[src/fpa_assist_pkg.sv]
// constants, field layouts and carrier types for the coprocessor assist
// assumes every user of it imports the whole package
package fpa_assist_pkg;

  localparam int DATA_W = 32;

  // assist request address fields (vector bit = 31 - msb-first bit)
  localparam int SUBSEG_LSB = 24;
  localparam int CMD_LSB    = 8;
  localparam int XF_LSB     = 4;
  localparam int LN_LSB     = 2;
  localparam int ZERO_MSB   = 23;
  localparam int ZERO_LSB   = 5;
  localparam int SEL_LSB    = 1;

  // transfer control codes
  localparam logic [3:0] XF_LOAD  = 4'h0;
  localparam logic [3:0] XF_LEN   = 4'h7;
  localparam logic [3:0] XF_STORE = 4'hF;

  // length field codes
  localparam logic [1:0] LN_NONE = 2'h0;
  localparam logic [1:0] LN_ONE  = 2'h1;
  localparam logic [1:0] LN_TWO  = 2'h2;
  localparam logic [1:0] LN_REG  = 2'h3;

  localparam int         LEN_W     = 6;
  localparam int         CNT_W     = 7;
  localparam logic [6:0] MAX_WORDS = 7'h40;
  localparam logic [5:0] LEN_RST   = 6'h00;
  localparam logic [6:0] W_ONE     = 7'h01;
  localparam logic [6:0] W_TWO     = 7'h02;

  // coprocessor interface register selects (A4..A1)
  localparam logic [3:0] CPR_RESP = 4'h0;
  localparam logic [3:0] CPR_CMD  = 4'h5;
  localparam logic [3:0] CPR_OPND = 4'h8;

  // response codes seen in the upper half of a response read
  localparam logic [15:0] RSP_DONE   = 16'h0802;
  localparam logic [15:0] RSP_BUSY   = 16'h8900;
  localparam logic [15:0] RSP_OP_IN  = 16'h8D00;
  localparam logic [15:0] RSP_OP_OUT = 16'h8E00;

  typedef enum logic [2:0] {
    K_ERR, K_BUSY, K_IN, K_OUT, K_DONE
  } resp_kind_t;

  typedef enum logic [7:0] {
    S_IDLE  = 8'h01,
    S_CMD   = 8'h02,
    S_FETCH = 8'h04,
    S_POLL  = 8'h08,
    S_OPW   = 8'h10,
    S_OPR   = 8'h20,
    S_MEMW  = 8'h40,
    S_PIO   = 8'h80
  } state_t;

  typedef struct packed {
    logic        store;
    logic [31:0] addr;
    logic [31:0] data;
  } req_t;

  typedef struct packed {
    logic        valid;
    logic        exc;
    logic [31:0] data;
  } reply_t;

  typedef struct packed {
    logic        we;
    logic [3:0]  sel;
    logic [31:0] wdata;
  } cp_acc_t;

  localparam cp_acc_t RESP_RD = '{we: 1'b0, sel: CPR_RESP, wdata: 32'h0};

endpackage : fpa_assist_pkg

[src/op_buffer.sv]
// operand buffer: simple dual port memory, registered read data
// assumes write and read on the same clock
`timescale 1ns/1ps
module op_buffer
#(
  parameter int WIDTH = 32,
  parameter int DEPTH = 64,
  parameter int AW    = 6
)
(
  input  wire logic             i_clk,
  input  wire logic             i_we,
  input  wire logic [AW-1:0]    i_waddr,
  input  wire logic [WIDTH-1:0] i_wdata,
  input  wire logic [AW-1:0]    i_raddr,
  output logic      [WIDTH-1:0] o_rdata
);

  logic [WIDTH-1:0] mem [DEPTH];

  if (DEPTH > (1 << AW) || WIDTH < 1)
  begin : g_chk
    $error("op_buffer: depth does not fit address width");
  end

  always_ff @(posedge i_clk)
  begin
    if (i_we)
    begin
      mem[i_waddr] <= i_wdata;
    end
    o_rdata <= mem[i_raddr];
  end

endmodule : op_buffer

[src/resp_decode.sv]
// classifies a coprocessor response word against the transfer plan
// assumes response code sits in the upper half of the read word
`timescale 1ns/1ps
module resp_decode
  import fpa_assist_pkg::*;
(
  input  wire logic [15:0] i_resp,
  input  wire logic        i_dir_in,
  input  wire logic        i_left,
  output resp_kind_t       o_kind
);

  always_comb
  begin
    unique case (i_resp)
      RSP_BUSY:   o_kind = K_BUSY;
      RSP_OP_IN:  o_kind = (i_dir_in && i_left) ? K_IN : K_ERR;
      RSP_OP_OUT: o_kind = (!i_dir_in && i_left) ? K_OUT : K_ERR;
      RSP_DONE:   o_kind = i_left ? K_ERR : K_DONE;
      default:    o_kind = K_ERR;
    endcase
  end

endmodule : resp_decode

[src/fpa_assist_seq.sv]
// coprocessor assist sequencer: pass-through and hardware assist modes
// assumes request, coprocessor and memory ports share i_clk
// Notes on behaviour
// - assist store carries command, transfer, length fields
// - transfer codes 0000, 0111 (needs 11), 1111 only
// - length 00 none, 01 one, 10 two, 11 register
// - length register holds value, readable back
// - length field rules; coprocessor conflict gives exception
// - send command first, then prefetch operands
// - keep polling until coprocessor needs nothing
// - reply on completion, exception reply on problems
// - operand-in reads memory from the address in the store's data
// - poll response until ready for operands
// - one operand register write per word
// - poll until done, then reply
// - software mode only passes accesses through
// - address bits pick register; middle bits zero
// - request data maps straight onto coprocessor data
// - short registers ride on upper half
// - one register per software mode access
// - everything moves through interface registers only
// - six-bit length register, zero means sixty-four
// - assist only when subsegment enable bit set
// - assist burst must be store; data gives address
// - after exception, refuse until status read
`timescale 1ns/1ps
module fpa_assist_seq
  import fpa_assist_pkg::*;
#(
  parameter int BUF_DEPTH = 64
)
(
  input  wire logic        i_clk,
  input  wire logic        i_rst_b,
  input  wire logic        i_req_valid,
  input  req_t             i_req,
  output logic             o_req_ready,
  output reply_t           o_reply,
  input  wire logic [15:0] i_assist_map,
  input  wire logic        i_serial_dis,
  input  wire logic        i_gsr_read,
  output logic             o_serial,
  output logic             o_cp_req,
  output cp_acc_t          o_cp_acc,
  input  wire logic        i_cp_ack,
  input  wire logic [31:0] i_cp_rdata,
  output logic             o_mem_req,
  output logic             o_mem_we,
  output logic [31:0]      o_mem_addr,
  output logic [31:0]      o_mem_wdata,
  input  wire logic        i_mem_ack,
  input  wire logic [31:0] i_mem_rdata
);

  localparam int AW = $clog2(BUF_DEPTH);

  if (BUF_DEPTH < 64)
  begin : g_chk
    $error("fpa_assist_seq: buffer must hold sixty-four words");
  end

  logic             rst_meta_r;
  logic             rst_b_s;
  state_t           state_r,    state_nxt;
  req_t             req_r,      req_nxt;
  reply_t           reply_r,    reply_nxt;
  cp_acc_t          cp_acc_r,   cp_acc_nxt;
  logic             cp_req_r,   cp_req_nxt;
  logic             mem_req_r,  mem_req_nxt;
  logic             mem_we_r,   mem_we_nxt;
  logic [31:0]      ea_r,       ea_nxt;
  logic [31:0]      mwd_r,      mwd_nxt;
  logic [15:0]      cmd_r,      cmd_nxt;
  logic             dir_in_r,   dir_in_nxt;
  logic [6:0]       words_r,    words_nxt;
  logic [6:0]       cnt_r,      cnt_nxt;
  logic [5:0]       len_r,      len_nxt;
  logic             serial_r,   serial_nxt;
  logic             ready_r,    ready_nxt;
  logic             fin;
  logic             fin_exc;
  logic [31:0]      fin_data;
  logic             buf_we;
  logic [31:0]      buf_rdata;
  logic             take;
  logic [3:0]       xf;
  logic [1:0]       ln;
  logic [3:0]       sub;
  logic [6:0]       words_of;
  logic [6:0]       cnt_inc;
  logic             len_wr;
  resp_kind_t       kind;

  // reset release through two flops
  always_ff @(posedge i_clk or negedge i_rst_b)
  begin
    if (!i_rst_b)
    begin
      rst_meta_r <= 1'b0;
      rst_b_s    <= 1'b0;
    end
    else
    begin
      rst_meta_r <= 1'b1;
      rst_b_s    <= rst_meta_r;
    end
  end

  assign take    = i_req_valid && ready_r;
  assign sub     = i_req.addr[SUBSEG_LSB +: 4];
  assign xf      = i_req.addr[XF_LSB +: 4];
  assign ln      = i_req.addr[LN_LSB +: 2];
  assign cnt_inc = cnt_r + W_ONE;
  assign words_of = (ln == LN_NONE) ? 7'h00 :
                    (ln == LN_ONE)  ? W_ONE :
                    (ln == LN_TWO)  ? W_TWO :
                    (len_r == LEN_RST) ? MAX_WORDS :
                    {1'b0, len_r};

  resp_decode u_dec
  (
    .i_resp   (i_cp_rdata[31:16]),
    .i_dir_in (dir_in_r),
    .i_left   (cnt_r != words_r),
    .o_kind   (kind)
  );

  op_buffer #(.WIDTH(DATA_W), .DEPTH(BUF_DEPTH), .AW(AW)) u_buf
  (
    .i_clk   (i_clk),
    .i_we    (buf_we),
    .i_waddr (cnt_r[AW-1:0]),
    .i_wdata (i_mem_rdata),
    .i_raddr (cnt_nxt[AW-1:0]),
    .o_rdata (buf_rdata)
  );

  always_comb
  begin
    state_nxt   = state_r;
    req_nxt     = req_r;
    reply_nxt   = '0;
    cp_acc_nxt  = cp_acc_r;
    cp_req_nxt  = cp_req_r;
    mem_req_nxt = mem_req_r;
    mem_we_nxt  = mem_we_r;
    ea_nxt      = ea_r;
    mwd_nxt     = mwd_r;
    cmd_nxt     = cmd_r;
    dir_in_nxt  = dir_in_r;
    words_nxt   = words_r;
    cnt_nxt     = cnt_r;
    len_nxt     = len_r;
    serial_nxt  = serial_r;
    fin         = 1'b0;
    fin_exc     = 1'b0;
    fin_data    = 32'h0;
    buf_we      = 1'b0;
    len_wr      = 1'b0;
    unique case (state_r)
      S_IDLE:
      begin
        if (take)
        begin
          req_nxt    = i_req;
          cnt_nxt    = 7'h00;
          ea_nxt     = i_req.data;
          cmd_nxt    = i_req.addr[CMD_LSB +: 16];
          dir_in_nxt = (xf == XF_LOAD);
          words_nxt  = words_of;
          if (serial_r && !i_serial_dis)
          begin
            fin     = 1'b1;
            fin_exc = 1'b1;
          end
          else if (!i_assist_map[sub])
          begin
            if (i_req.addr[ZERO_MSB:ZERO_LSB] != 19'h0)
            begin
              fin     = 1'b1;
              fin_exc = 1'b1;
            end
            else
            begin
              state_nxt  = S_PIO;
              cp_req_nxt = 1'b1;
              cp_acc_nxt = '{we: i_req.store,
                             sel: i_req.addr[SEL_LSB +: 4],
                             wdata: i_req.data};
            end
          end
          else if (xf == XF_LEN)
          begin
            fin     = 1'b1;
            fin_exc = (ln != LN_REG);
            len_wr  = i_req.store && (ln == LN_REG);
            if (len_wr)
            begin
              len_nxt = i_req.data[LEN_W-1:0];
            end
            fin_data = {26'h0, len_r};
          end
          else if ((xf != XF_LOAD && xf != XF_STORE) || !i_req.store)
          begin
            fin     = 1'b1;
            fin_exc = 1'b1;
          end
          else
          begin
            state_nxt  = S_CMD;
            cp_req_nxt = 1'b1;
            cp_acc_nxt = '{we: 1'b1, sel: CPR_CMD,
                           wdata: {i_req.addr[CMD_LSB +: 16], 16'h0000}};
          end
        end
      end
      S_CMD:
      begin
        if (i_cp_ack)
        begin
          cp_req_nxt = 1'b0;
          if (dir_in_r && words_r != 7'h00)
          begin
            state_nxt   = S_FETCH;
            mem_req_nxt = 1'b1;
            mem_we_nxt  = 1'b0;
          end
          else
          begin
            state_nxt  = S_POLL;
            cp_req_nxt = 1'b1;
            cp_acc_nxt = RESP_RD;
          end
        end
      end
      S_FETCH:
      begin
        if (i_mem_ack)
        begin
          buf_we = 1'b1;
          ea_nxt = ea_r + 32'h4;
          if (cnt_inc == words_r)
          begin
            mem_req_nxt = 1'b0;
            cnt_nxt     = 7'h00;
            state_nxt   = S_POLL;
            cp_req_nxt  = 1'b1;
            cp_acc_nxt  = RESP_RD;
          end
          else
          begin
            cnt_nxt = cnt_inc;
          end
        end
      end
      S_POLL:
      begin
        if (i_cp_ack)
        begin
          cp_req_nxt = 1'b0;
          unique case (kind)
            K_BUSY: cp_req_nxt = 1'b1;
            K_IN:   state_nxt  = S_OPW;
            K_OUT:  state_nxt  = S_OPR;
            K_DONE: fin        = 1'b1;
            K_ERR:
            begin
              fin     = 1'b1;
              fin_exc = 1'b1;
            end
          endcase
        end
      end
      S_OPW:
      begin
        if (!cp_req_r)
        begin
          cp_req_nxt = 1'b1;
          cp_acc_nxt = '{we: 1'b1, sel: CPR_OPND, wdata: buf_rdata};
        end
        else if (i_cp_ack)
        begin
          cp_req_nxt = 1'b0;
          cnt_nxt    = cnt_inc;
          if (cnt_inc == words_r)
          begin
            state_nxt  = S_POLL;
            cp_req_nxt = 1'b1;
            cp_acc_nxt = RESP_RD;
          end
        end
      end
      S_OPR:
      begin
        if (!cp_req_r)
        begin
          cp_req_nxt = 1'b1;
          cp_acc_nxt = '{we: 1'b0, sel: CPR_OPND, wdata: 32'h0};
        end
        else if (i_cp_ack)
        begin
          cp_req_nxt  = 1'b0;
          state_nxt   = S_MEMW;
          mem_req_nxt = 1'b1;
          mem_we_nxt  = 1'b1;
          mwd_nxt     = i_cp_rdata;
        end
      end
      S_MEMW:
      begin
        if (i_mem_ack)
        begin
          mem_req_nxt = 1'b0;
          ea_nxt      = ea_r + 32'h4;
          cnt_nxt     = cnt_inc;
          state_nxt   = S_OPR;
          if (cnt_inc == words_r)
          begin
            state_nxt  = S_POLL;
            cp_req_nxt = 1'b1;
            cp_acc_nxt = RESP_RD;
          end
        end
      end
      S_PIO:
      begin
        if (i_cp_ack)
        begin
          fin        = 1'b1;
          fin_data   = i_cp_rdata;
        end
      end
    endcase
    if (fin)
    begin
      state_nxt   = S_IDLE;
      cp_req_nxt  = 1'b0;
      mem_req_nxt = 1'b0;
      reply_nxt   = '{valid: 1'b1, exc: fin_exc, data: fin_data};
    end
    if (fin && fin_exc && !i_serial_dis)
    begin
      serial_nxt = 1'b1;
    end
    else if (i_gsr_read)
    begin
      serial_nxt = 1'b0;
    end
    ready_nxt = (state_nxt == S_IDLE);
  end

  always_ff @(posedge i_clk or negedge rst_b_s)
  begin
    if (!rst_b_s)
    begin
      state_r   <= S_IDLE;
      req_r     <= '0;
      reply_r   <= '0;
      cp_acc_r  <= '0;
      cp_req_r  <= 1'b0;
      mem_req_r <= 1'b0;
      mem_we_r  <= 1'b0;
      ea_r      <= 32'h0;
      mwd_r     <= 32'h0;
      cmd_r     <= 16'h0;
      dir_in_r  <= 1'b0;
      words_r   <= 7'h00;
      cnt_r     <= 7'h00;
      len_r     <= LEN_RST;
      serial_r  <= 1'b0;
      ready_r   <= 1'b0;
    end
    else
    begin
      state_r   <= state_nxt;
      req_r     <= req_nxt;
      reply_r   <= reply_nxt;
      cp_acc_r  <= cp_acc_nxt;
      cp_req_r  <= cp_req_nxt;
      mem_req_r <= mem_req_nxt;
      mem_we_r  <= mem_we_nxt;
      ea_r      <= ea_nxt;
      mwd_r     <= mwd_nxt;
      cmd_r     <= cmd_nxt;
      dir_in_r  <= dir_in_nxt;
      words_r   <= words_nxt;
      cnt_r     <= cnt_nxt;
      len_r     <= len_nxt;
      serial_r  <= serial_nxt;
      ready_r   <= ready_nxt;
    end
  end

  assign o_req_ready = ready_r;
  assign o_reply     = reply_r;
  assign o_serial    = serial_r;
  assign o_cp_req    = cp_req_r;
  assign o_cp_acc    = cp_acc_r;
  assign o_mem_req   = mem_req_r;
  assign o_mem_we    = mem_we_r;
  assign o_mem_addr  = ea_r;
  assign o_mem_wdata = mwd_r;
endmodule : fpa_assist_seq

[config.mk]
export PLATFORM = sky130hd
export DESIGN_NAME = fpa_assist_seq
export DESIGN_NICKNAME = d
export VERILOG_FILES = /design/src/fpa_assist_pkg.sv /design/src/op_buffer.sv /design/src/resp_decode.sv /design/src/fpa_assist_seq.sv
export SDC_FILE = /design/constraint.sdc
export NUM_CORES = 2
export LEC_CHECK = 0
export ABC_AREA = 1
export BUFFER_PORTS_ARGS = -buffer_cell sky130_fd_sc_hd__buf_2
export CORE_ASPECT_RATIO = 2
export CORE_MARGIN = 10
export CORE_UTILIZATION = 47
export DETAILED_ROUTE_END_ITERATION = 12
export GPL_TIMING_DRIVEN = 0
export PLACE_DENSITY = 0.63
export SETUP_SLACK_MARGIN = 0.1
export SYNTH_ARGS = -nofsm -noshare
export SYNTH_HDL_FRONTEND = slang
export SYNTH_SLANG_ARGS = --single-unit
[constraint.sdc]
create_clock -name i_clk -period 10.5 [get_ports i_clk]
set_input_delay 1.575 -clock i_clk [delete_from_list [all_inputs] [get_ports i_clk]]
set_output_delay 1.575 -clock i_clk [all_outputs]
set_load 0.02 [all_outputs]
==> metrics.json <==
{
  "timing": {
    "fin_crit_sh": 0.6545,
    "setup_repair_after_global_routing_missed_its_margin": "no",
    "hold_violations": 0,
    "max_freq_ghz": 0.1455,
    "tightestPinTransition_ns": 1.563,
    "slew_headroom": -0.04176,
    "min_period_ns": 6.872,
    "report.final.slew_viol_count": 22,
    "finClkSkew_ns": 0.06147,
    "tns_ns": 0,
    "finalSetupViolations": 0
  },
  "drt": {
    "ant_nets": 0,
    "starting_drt_drc_count": 11467,
    "drt_drc_violations_left": 0,
    "dr_total_vias": 75311,
    "wl_per_cell_um": 38.83,
    "detail_route.wirelength_mm": 449.6,
    "length_of_the_first_detailed_routing_pass_in_iterations": 9,
    "detail_route.vias_per_cell": 6.505
  },
  "placed_design": {
    "gp_congestion": 1.028,
    "place.detailed.hpwl_mm": 316.4,
    "port_buffers": 283
  },
  "status": {
    "run_status": "finished with violations",
    "violations_in_the_final_reports": "capacitance limit, slew limit"
  },
  "grt": {
    "antenna_found_initial": 43,
    "number_of_global_route_vias_before_repair": 71002,
    "grt_use_total": 0.4030,
    "grt-ovfl-total": 0,
    "first_pass_grt_wire_length_mm": 599.0,
    "grt_start_max_net_pins": 67
  },
  "setup_path": {
    "crit_path_end_kind": "register",
    "worst_setup_path_start_kind": "register",
    "cp_max_fo": 10,
    "crit_path_max_incr_delay_ns": 1.19,
    "critical-path-top-cell-by-count": "nand2_1",
    "critical_path_required_ns": 11.29,
    "timing.critical_path.arrival_ns": 7.66,
    "critical_path_cell_by_cell": "ha_1, inv_1, nand2_1, nand2_1, nor2_1, nand2_1, nor2_2, nand3_2, nand2_2, nand3_1, o211ai_1, nand3_1, clkbuf_1, clkbuf_1, nand3_1, nand3_1, nand2_1, nand2_1, nand2_1",
    "critical_path_class": "register to register",
    "slowest_stage": "clkbuf_1"
  },
  "clocking": {
    "cts_max_level": 4,
    "clk_path_buf_depth": 4,
    "cts_root_buf": "clkbuf_16",
    "cts_resized": 0,
    "cts_post_setup_buffers_inserted": 0,
    "cts_tree": "built",
    "worst_setup_hold_path_clk_slew_ns": 0.07,
    "cts.sinks": 2251,
    "cts_buffers": 199,
    "ctsHoldBuffers": 0,
    "clk_latency_ns": 0.94
  },
  "cells_and_area": {
    "finalNetCount": 8978,
    "flow.area_growth_from_synthesis_pct": 14.74,
    "drive_gt1_frac": 0.1328
  },
  "synthesis": {
    "edff_count_synth": 2048,
    "syn-num-nets": 8382,
    "netlist.area_leader.share": 0.6525,
    "share_of_flip_flops_with_an_asynchronous_set_or_reset": 0.07597,
    "yosys_warnings": 0,
    "ys_top_cells_by_area": "edfxtp_1 65%, nand3_1 14%, nand2_1 7.0%",
    "synth_most_common_cell": "nand3_1",
    "postSynthCellCount": 8228,
    "ys.flop_type": "edfxtp_1",
    "synth_area_per_cell_um2": 11.46,
    "yosys_register_bits": 2251,
    "ys_seq_area_frac": 0.7047,
    "synthesis.area_um2": 94250,
    "netlist_top_cells_count": "2705 x nand3_1, 2048 x edfxtp_1, 1746 x nand2_1",
    "post_synth_num_cell_types": 53,
    "synthDominantAreaCellType": "edfxtp_1"
  },
  "run": {
    "drv.max_cap_violation_count": 2
  },
  "die": {
    "fp.dieArea_um2": 219900,
    "io-pin-count": 292,
    "std_cell_rows": 232,
    "die_h_um": 653.3,
    "die_w_um": 336.7,
    "core_area_um2": 199700,
    "initial_utilization": 0.4719
  },
  "pwr": {
    "p_per_area_nw_per_um2": 336.6,
    "leakage_power_figure_nw": 40.19,
    "post-layout-total-power_mw": 36.40,
    "vdd.ir_drop.worst_mv": 0.1876
  },
  "hold_path": {
    "hold_path_class": "register to asynchronous set/reset pin"
  }
}
## where the power goes
group          leakage, nW  internal [mW]  switching [mW]  total (mW)
combinational         16.4           4.07            14.9        19.0
sequential            20.9           10.0           0.186        10.2
clock                 2.93           3.78            3.42        7.20
## layout by cell type (no fill, tap or decap), types with 11 or more instances in the layout
cell type,n
clkbuf_1,193
clkbuf_2,11
xor2_1,28
edfxtp_1,2048
o21ai_0,142
a22o_1,16
diode_2,36
buf_4,108
nand2_1,1746
dfxtp_1,32
clkinv_2,30
o22ai_1,27
buf_12,68
nor2_1,126
nand4_1,13
o21ai_1,18
clkinv_1,41
a32oi_1,16
buf_16,42
clkinvlp_4,13
a21oi_1,25
inv_2,15
buf_1,26
clkbuf_16,205
nor3_1,25
inv_1,267
nor2_4,69
nand3_1,2705
dfrtp_1,169
buf_2,570
nand3b_1,77
## per-stage QoR
step	hold WS, ns	util	instances	cell area, µm²	worst slack (ns)
5_1_grt	0.3655	0.5412	11550	108100	3.843
6_report	0.3563	0.5415	11578	108100	3.628
3_5_place_dp	0.3371	0.5105	11195	102000	3.812
3_3_place_gp	0.3384	0.4952	11085	98890	1.773
4_1_cts	0.3606	0.5407	11540	108000	4.622
2_1_floorplan	0.3312	-	8228	94250	5.384
## final cells by class
| cell class | instances | area [µm²] |
|---|---|---|
| timing repair buffer | 395 | 4050 |
| clock buffer | 247 | 5325 |
| antenna | 36 | 90.09 |
| clock inverter | 98 | 696.9 |
| buffer | 597 | 2998 |
| multi-input combinational | 5095 | 24270 |
| inverter | 285 | 1072 |
| fill | 17241 | 91570 |
| tap | 2574 | 3221 |
| sequential | 2251 | 66420 |
## per-layer routing
| layer | vias up | global-route usage | routed length [µm] |
|---|---|---|---|
| met2 | 6172 | 0.6455 | 209000 |
| met1 | 36644 | 0.4074 | 129800 |
| met5 | - | 0.004605 | 293 |
| li1 | 30670 | - | - |
| met4 | 16 | 0.4330 | 61650 |
| met3 | 1809 | 0.1045 | 48880 |
## flip-flops by register name (all words and copies together) (netlist names), 6 cells and up
signal / cells
o_cp_acc: 37
state_r: 8
o_mem_wdata: 32
u_buf.o_rdata: 32
words_r: 7
o_reply: 34
o_mem_addr: 32
u_buf.mem: 2048
cnt_r: 7
len_r: 6
## final timing paths
check / start / to / slack, ns / cells past startpoint
worst max-delay path: cnt_r[0] / u_buf.o_rdata[30] / 3.63 / 19
min in group i_clk: rst_meta_r / rst_b_s / 0.36 / 0
worst min register to register: rst_b_s / state_r[6] / 0.36 / 0
worst min-delay path: rst_b_s / state_r[6] / 0.36 / 0
worst max register to register: cnt_r[0] / u_buf.o_rdata[30] / 3.63 / 19
max in group asynchronous: rst_b_s / o_mem_addr[24] / 8.93 / 2
## worst max-delay path: cells and delay by family (launching register included)
kind,cells,cell delay [ns]
compound gates,1,0.10
fa+ha+maj,1,0.46
buf+inv,3,2.47
flops,1,0.46
simple gates,14,3.14
## kinds of logic after synthesis
kind of cell             Yosys count  share of synthesized area
other                              1                 0.00003979
XOR/XNOR                          28                   0.002602
flip-flops                      2251                     0.7047
adder cells (fa/ha/maj)            2                  0.0002655
AND/OR/NAND/NOR                 4794                     0.2325
buffers and inverters            882                    0.04306
AO/OA/AOI/OAI                    270                    0.01685
Note: power is estimated with default switching activity, not from simulation.
